`src/rtl/status_regs_pkg.sv`:
```
package status_regs_pkg;

  // register offsets on the serial-bus register map
  localparam logic [7:0] STATUS_ADDR    = 8'h3A;
  localparam logic [7:0] OUT_CTRL_ADDR  = 8'h3B;
  localparam logic [7:0] SHARED_ADDR    = 8'h3C;
  localparam logic [7:0] SW_RESET_ADDR  = 8'h3D;

  // status_and_interrupt fields
  localparam int MASK_BUSY_BIT    = 6;
  localparam int STARTUP_BUSY_BIT = 5;
  localparam int ENGINE_BUSY_BIT  = 4;
  localparam int EXT_CLK_BIT      = 3;
  localparam int ENG1_BIT         = 2;
  localparam int ENG2_BIT         = 1;
  localparam int ENG3_BIT         = 0;
  localparam logic MASK_BUSY_RESET = 1'b1;

  // general_output_control fields
  localparam int PIN_SEL_BIT   = 2;
  localparam int AUX_LEVEL_BIT = 1;
  localparam int IRQ_LEVEL_BIT = 0;
  localparam logic [7:0] OUT_CTRL_RESET = 8'h00;

  // shared variable and software reset
  localparam logic [7:0] SHARED_RESET   = 8'h00;
  localparam logic [7:0] SW_RESET_KEY   = 8'hFF;
  localparam logic [7:0] SW_RESET_READ  = 8'h03;

  // external clock detection window
  localparam int CLK_PERIOD_NS       = 25;
  localparam int EXT_CLK_TIMEOUT_NS  = 100000;
  localparam int EXT_CLK_TIMEOUT_CYC =
    (EXT_CLK_TIMEOUT_NS / CLK_PERIOD_NS < 1) ? 1 :
    EXT_CLK_TIMEOUT_NS / CLK_PERIOD_NS;
  localparam int EXT_CNT_W = 12;

endpackage : status_regs_pkg

```
`src/rtl/ext_clock_detector.sv`:
```
`timescale 1ns/100ps
module ext_clock_detector
  import status_regs_pkg::*;
(
  // clock and reset
  input  wire logic clk,
  input  wire logic rst,
  // control
  input  wire logic clock_detect_enable,
  // external clock pin
  input  wire logic ext_clk_pin,
  // result
  output logic      ext_clock_seen_flag
);

  logic                 sync1_reg;
  logic                 sync2_reg;
  logic                 prev_reg;
  logic [EXT_CNT_W-1:0] cnt_reg;
  wire                  rise_seen;
  wire                  timed_out;

  assign rise_seen = sync2_reg & ~prev_reg;
  assign timed_out =
    (cnt_reg == EXT_CNT_W'(EXT_CLK_TIMEOUT_CYC - 1));

  // first stage feeds only the second stage
  always_ff @(posedge clk)
  begin
    sync1_reg <= ext_clk_pin;
    sync2_reg <= sync1_reg;
    prev_reg  <= sync2_reg;
  end

  ///////////////////////////////////////////////////////////////////////////
  // flag only moves while detection is enabled
  always_ff @(posedge clk)
  begin
    if (rst)
    begin
      cnt_reg             <= '0;
      ext_clock_seen_flag <= 1'b0;
    end
    else if (!clock_detect_enable)
      cnt_reg <= '0;
    else if (rise_seen)
    begin
      cnt_reg             <= '0;
      ext_clock_seen_flag <= 1'b1;
    end
    else if (timed_out)
    begin
      cnt_reg             <= '0;
      ext_clock_seen_flag <= 1'b0;
    end
    else
      cnt_reg <= cnt_reg + EXT_CNT_W'(1);
  end

endmodule : ext_clock_detector

```
`src/rtl/status_irq_gpo_reset_regs.sv`:
```
`timescale 1ns/100ps
module status_irq_gpo_reset_regs
  import status_regs_pkg::*;
(
  // clock and reset
  input  wire logic       clk,
  input  wire logic       rst,
  // register access from the serial-bus front end
  input  wire logic [7:0] reg_addr,
  input  wire logic       reg_wr,
  input  wire logic       reg_rd,
  input  wire logic [7:0] reg_wdata,
  output logic      [7:0] reg_rdata,
  // engine and core status
  input  wire logic [2:0] engine_irq_event,
  input  wire logic       startup_busy,
  input  wire logic       engine_busy,
  input  wire logic       clock_detect_enable,
  input  wire logic       ext_clk_pin,
  // pins
  output logic            irq_pin_o,
  output logic            irq_pin_oe,
  output logic            aux_output_pin,
  // chip-wide software reset
  output logic            sw_reset_pulse
);

  function automatic logic hit(input logic [7:0] a, input logic [7:0] r);
    hit = (a == r);
  endfunction : hit

  logic       core_rst;
  logic [2:0] eng_flag_reg;
  logic [1:0] busy_evt_reg;
  logic [1:0] busy_prev_reg;
  logic       mask_busy_reg;
  logic [7:0] out_ctrl_reg;
  logic [7:0] shared_reg;
  logic       sw_rst_reg;
  logic       ext_clock_seen_flag;
  wire        status_rd;
  wire        wr_status;
  wire        wr_out_ctrl;
  wire        wr_shared;
  wire        wr_sw_reset;
  wire  [1:0] busy_now;
  wire  [1:0] busy_fall;
  wire  [7:0] status_view;
  wire  [7:0] rd_mux;
  wire        irq_pin_function_sel;
  wire        irq_pin_level;
  wire        irq_active;

  assign core_rst    = rst | sw_rst_reg;
  assign status_rd   = reg_rd & hit(reg_addr, STATUS_ADDR);
  assign wr_status   = reg_wr & hit(reg_addr, STATUS_ADDR);
  assign wr_out_ctrl = reg_wr & hit(reg_addr, OUT_CTRL_ADDR);
  assign wr_shared   = reg_wr & hit(reg_addr, SHARED_ADDR);
  assign wr_sw_reset = reg_wr & hit(reg_addr, SW_RESET_ADDR);
  assign sw_reset_pulse = sw_rst_reg;

  ///////////////////////////////////////////////////////////////////////////
  // engine flags: a new event beats the read clear
  for (genvar i = 0; i < 3; i++)
  begin : g_eng
    always_ff @(posedge clk)
    begin
      if (core_rst)
        eng_flag_reg[i] <= 1'b0;
      else if (engine_irq_event[i])
        eng_flag_reg[i] <= 1'b1;
      else if (status_rd)
        eng_flag_reg[i] <= 1'b0;
    end
  end

  ///////////////////////////////////////////////////////////////////////////
  // busy-end events, gated by the mask
  assign busy_now  = {startup_busy, engine_busy};
  assign busy_fall = busy_prev_reg & ~busy_now;

  always_ff @(posedge clk)
  begin
    if (core_rst)
    begin
      busy_prev_reg <= 2'h0;
      busy_evt_reg  <= 2'h0;
      mask_busy_reg <= MASK_BUSY_RESET;
    end
    else
    begin
      busy_prev_reg <= busy_now;
      if (wr_status)
        mask_busy_reg <= reg_wdata[MASK_BUSY_BIT];
      if (!mask_busy_reg && (busy_fall != 2'h0))
        busy_evt_reg <= busy_evt_reg | busy_fall;
      else if (status_rd || mask_busy_reg)
        busy_evt_reg <= 2'h0;
    end
  end

  ///////////////////////////////////////////////////////////////////////////
  // control registers
  always_ff @(posedge clk)
  begin
    if (core_rst)
    begin
      out_ctrl_reg <= OUT_CTRL_RESET;
      shared_reg   <= SHARED_RESET;
    end
    else
    begin
      if (wr_out_ctrl)
        out_ctrl_reg <= reg_wdata & 8'h07;
      if (wr_shared)
        shared_reg <= reg_wdata;
    end
  end

  // only the hard reset resets the self-reset strobe; the !sw_rst_reg term keeps it to one cycle
  always_ff @(posedge clk)
  begin
    if (rst)
      sw_rst_reg <= 1'b0;
    else
      sw_rst_reg <= wr_sw_reset && (reg_wdata == SW_RESET_KEY) &&
                    !sw_rst_reg;
  end

  ext_clock_detector u_det (
    .clk                 (clk),
    .rst                 (core_rst),
    .clock_detect_enable (clock_detect_enable),
    .ext_clk_pin         (ext_clk_pin),
    .ext_clock_seen_flag (ext_clock_seen_flag)
  );

  ///////////////////////////////////////////////////////////////////////////
  // read path, answered one cycle after the strobe
  assign status_view = {1'b0, mask_busy_reg,
                        busy_now | busy_evt_reg,
                        ext_clock_seen_flag,
                        eng_flag_reg};
  assign rd_mux =
    hit(reg_addr, STATUS_ADDR)   ? status_view :
    hit(reg_addr, OUT_CTRL_ADDR) ? out_ctrl_reg :
    hit(reg_addr, SHARED_ADDR)   ? shared_reg :
    hit(reg_addr, SW_RESET_ADDR) ? SW_RESET_READ :
    8'h00;

  always_ff @(posedge clk)
  begin
    if (rst)
      reg_rdata <= 8'h00;
    else if (reg_rd)
      reg_rdata <= rd_mux;
  end

  ///////////////////////////////////////////////////////////////////////////
  // pins; output role drives both levels, interrupt role only pulls low
  assign irq_pin_function_sel = out_ctrl_reg[PIN_SEL_BIT];
  assign irq_pin_level        = out_ctrl_reg[IRQ_LEVEL_BIT];
  assign irq_active = (eng_flag_reg != 3'h0) || (busy_evt_reg != 2'h0);
  assign irq_pin_o  = irq_pin_function_sel & irq_pin_level;
  assign irq_pin_oe = irq_pin_function_sel | irq_active;
  assign aux_output_pin = out_ctrl_reg[AUX_LEVEL_BIT];
endmodule : status_irq_gpo_reset_regs

```
`config.mk`:
```
export PLATFORM = sky130hd
export DESIGN_NAME = status_irq_gpo_reset_regs
export DESIGN_NICKNAME = d
export VERILOG_FILES = /design/src/rtl/status_regs_pkg.sv /design/src/rtl/ext_clock_detector.sv /design/src/rtl/status_irq_gpo_reset_regs.sv
export SDC_FILE = /design/constraint.sdc
export NUM_CORES = 1
export LEC_CHECK = 0
export ABC_AREA = 0
export BUFFER_PORTS_ARGS = -buffer_cell sky130_fd_sc_hd__buf_2
export CORE_MARGIN = 3
export CORE_UTILIZATION = 54
export DETAILED_ROUTE_END_ITERATION = 16
export GPL_TIMING_DRIVEN = 1
export PLACE_DENSITY = 0.78
export SYNTH_ARGS = -nofsm -noshare
export SYNTH_HDL_FRONTEND = slang
export SYNTH_SLANG_ARGS = --single-unit
```
`constraint.sdc`:
```
create_clock -name clk -period 2.18 [get_ports clk]
set_clock_uncertainty 0.2 [all_clocks]
set_input_delay 0.654 -clock clk [delete_from_list [all_inputs] [get_ports clk]]
set_output_delay 0.654 -clock clk [all_outputs]
set_load 0.01 [all_outputs]
```
==> flow_metrics.env <==
export IMPL_p_leak_uw=0.000941
export IMPL_async_flop_share=0
export IMPL_grt_pass1_vias=1467
export IMPL_synth_seq_cells=44
export IMPL_insertion_delay_ns=0.35
export IMPL_cts_tree="built"
export IMPL_slew_viol_final=0
export IMPL_period_needed_ns=2.06
export IMPL_ant_nets=0
export IMPL_cp_end_kind="output pin"
export IMPL_cp_cell_sequence="nor4_1 -> nand2_1 -> buf_2"
export IMPL_grt_pass1_wl_mm=6.79
export IMPL_syn_nets=238
export IMPL_totalWireLength_mm=4.17
export IMPL_core_area_sq_um=3420
export IMPL_ir_drop_mv=0.534
export IMPL_drive_above_1_share=0.277
export IMPL_hpwl_mm=3.24
export IMPL_tightest_slew_ns=0.349
export IMPL_status="finished, final reports clean"
export IMPL_synth_edf_count=0
export IMPL_netlist_area_sq_um=1970
export IMPL_cts_sinks=44
export IMPL_die_w_um=66.4
export IMPL_swShare=0.225
export IMPL_portBuffers=38
export IMPL_cp_max_fo=3
export IMPL_cts_root_buffer="clkbuf_4"
export IMPL_ctsHoldBuffers=0
export IMPL_total_power_uw=1480
export IMPL_boundaryPins=39
export IMPL_ys_warn_count=0
export IMPL_rsz0062_at_grt="false"
export IMPL_slew_headroom=0.767
export IMPL_p_per_area_nw_per_um2=632
export IMPL_arrival_ns=1.20
export IMPL_cts_setup_buffers=0
export IMPL_period_share=0.944
export IMPL_grt_usage=0.203
export IMPL_drtIter0Drc=142
export IMPL_syn_to_final_growth_pct=18.6
export IMPL_initial_core_util=0.577
export IMPL_synth_flop_cell="dfxtp_1"
export IMPL_avgViaCountPerCell=5.63
export IMPL_hold_class="register to register"
export IMPL_grt_overflow=0
export IMPL_slowest_delay_ns=0.36
export IMPL_yosys_area_top_type="dfxtp_1"
export IMPL_critPathSlowestCell="dfxtp_1"
export IMPL_syn_avg_cell_area_sq_um=9.38
export IMPL_drt_pre_antenna_iters=4
export IMPL_nets=283
export IMPL_clk_path_buf_depth=2
export IMPL_max_freq_mhz=486
export IMPL_gp_congestion=0.812
export IMPL_p_seq_frac=0.558
export IMPL_cts_buffers=5
export IMPL_die_area_sq_um=4410
export IMPL_synth_cell_type_count=42
export IMPL_whs_ns=0.143
export IMPL_required_ns=1.33
export IMPL_clkTransAtPathRegs_ns=0.13
export IMPL_synth_top_area_frac=0.447
export IMPL_setup_viol=0
export IMPL_cap_violations=0
export IMPL_internal_power_uw=1140
export IMPL_drt_drc_violations_left=0
export IMPL_synthesis_instances=210
export IMPL_antenna_found_initial=0
export IMPL_yosysSeqAreaShare=0.447
export IMPL_clkPwrFrac=0.363
export IMPL_rows=21
export IMPL_routedWlPerCell_um=13.8
export IMPL_die_h_um=66.4
export IMPL_p_sw_uw=332
export IMPL_largest_reg_flops=12
export IMPL_setup_tns_ns=0
export IMPL_h_tree_depth=2
export IMPL_grt_start_max_net_pins=16
export IMPL_vias=1699
export IMPL_cp_start_kind="register"
export IMPL_crit_type="register to output pin"
export IMPL_finalHoldViolCount=0
export IMPL_antenna_cells=0
export IMPL_netlist_top_cells_area="dfxtp_1, mux2i_1, nand2_1"
export IMPL_post_cts_resize_count=0
export IMPL_power_frac_comb=0.079
## cell usage in the layout, fill, tap and decap left out, types with 3 or more instances in the layout
master | netlist | layout
a211oi_1 | 3 | 3
a211oi_2 | 3 | 3
a21oi_1 | 3 | 3
a22oi_1 | 3 | 3
and2_1 | 4 | 4
buf_2 | 2 | 38
buf_4 | 0 | 8
clkbuf_4 | 0 | 5
dfxtp_1 | 44 | 44
inv_1 | 6 | 6
mux2i_1 | 14 | 14
nand2_1 | 24 | 24
nand2b_1 | 9 | 9
nand3_1 | 6 | 6
nand4_1 | 7 | 7
nor2_1 | 14 | 14
nor2b_1 | 4 | 4
nor3_1 | 5 | 5
o21a_1 | 3 | 3
o21ai_0 | 4 | 4
o31ai_1 | 3 | 3
o32ai_1 | 7 | 7
or3_1 | 4 | 4
or4_1 | 4 | 4
## area by class of cell
cell class | count | area [sq um]
flip-flops and latches | 44 | 881
clock inverters | 2 | 38.8
inverters | 6 | 22.5
well taps | 46 | 57.6
repair buffers | 46 | 250
multi-input cells | 152 | 1030
fillers | 296 | 1080
clock buffers | 6 | 51.3
## cells in the mapped netlist, types with 3 or more instances
library cell / instances
and2_1: 4
clkbuf_1: 6
a21oi_1: 3
a22oi_1: 3
o32ai_1: 7
nand3_1: 6
nor3_1: 5
o31ai_1: 3
a211oi_2: 3
nand4_1: 7
mux2i_1: 14
or4_1: 4
o21ai_0: 4
nor2_1: 14
inv_1: 6
o21a_1: 3
or3_1: 4
nor2b_1: 4
nand2b_1: 9
nand2_1: 24
dfxtp_1: 44
a211oi_1: 3
## through the flow
step                      cells  instance area, sq um  worst slack, ns   util
final                       302                  2330            0.123  0.684
after global routing        302                  2330           0.0461  0.684
after CTS                   302                  2330            0.119  0.684
after detailed placement    294                  2240            0.129  0.657
after global placement      294                  2240            0.164  0.657
after floorplan             210                  1970            0.238      -
## critical path, delay by kind of cell (launching register included)
| kind | cells | cell delay, ns |
|---|---|---|
| flip-flops | 1 | 0.36 |
| AND/OR/NAND/NOR | 2 | 0.35 |
| buffers and inverters | 1 | 0.14 |
## cells by family (layout without fill, tap and decap cells)
| kind of cell | Yosys count | after routing | share of synthesized area |
|---|---|---|---|
| adders and majority gates | 1 | 1 | 0.00635 |
| buffers and inverters | 14 | 60 | 0.0280 |
| xor gates and xnor gates | 3 | 3 | 0.0133 |
| and+or+nand+nor | 97 | 97 | 0.281 |
| DFF | 44 | 44 | 0.447 |
| muxes | 15 | 15 | 0.0769 |
| AOI/OAI and AO/OA | 36 | 36 | 0.147 |
## per-layer routing
layer	global-route usage	wire, um	share of wire	vias up
li1	-	-	-	863
met4	0.0711	57	0.014	0
met3	0.0561	290	0.070	4
met1	0.293	2050	0.49	786
met2	0.286	1770	0.42	46
met5	0	0	0	-
## final timing paths
check        slack (ns)                         start  cells past startpoint                           end
max                0.12  eng_flag_reg[2]$_SDFFE_PP0P_                      3                    irq_pin_oe
max reg2reg        0.34   u_det.cnt_reg[0]$_SDFF_PP0_                      4  u_det.cnt_reg[10]$_SDFF_PP0_
min                0.14       u_det.sync1_reg$_DFF_P_                      0       u_det.sync2_reg$_DFF_P_
min reg2reg        0.14       u_det.sync1_reg$_DFF_P_                      0       u_det.sync2_reg$_DFF_P_
## power by group through the flow
stage | Combinational, uW | Clock (uW) | Sequential, uW
final | 116 | 536 | 823
after global routing | 128 | 584 | 825
after CTS | 116 | 547 | 823
after detailed placement | 115 | 0 | 841
after global placement | 114 | 0 | 841
after floorplan | 65.2 | 0 | 839
Note: power is estimated with default switching activity, not from simulation.
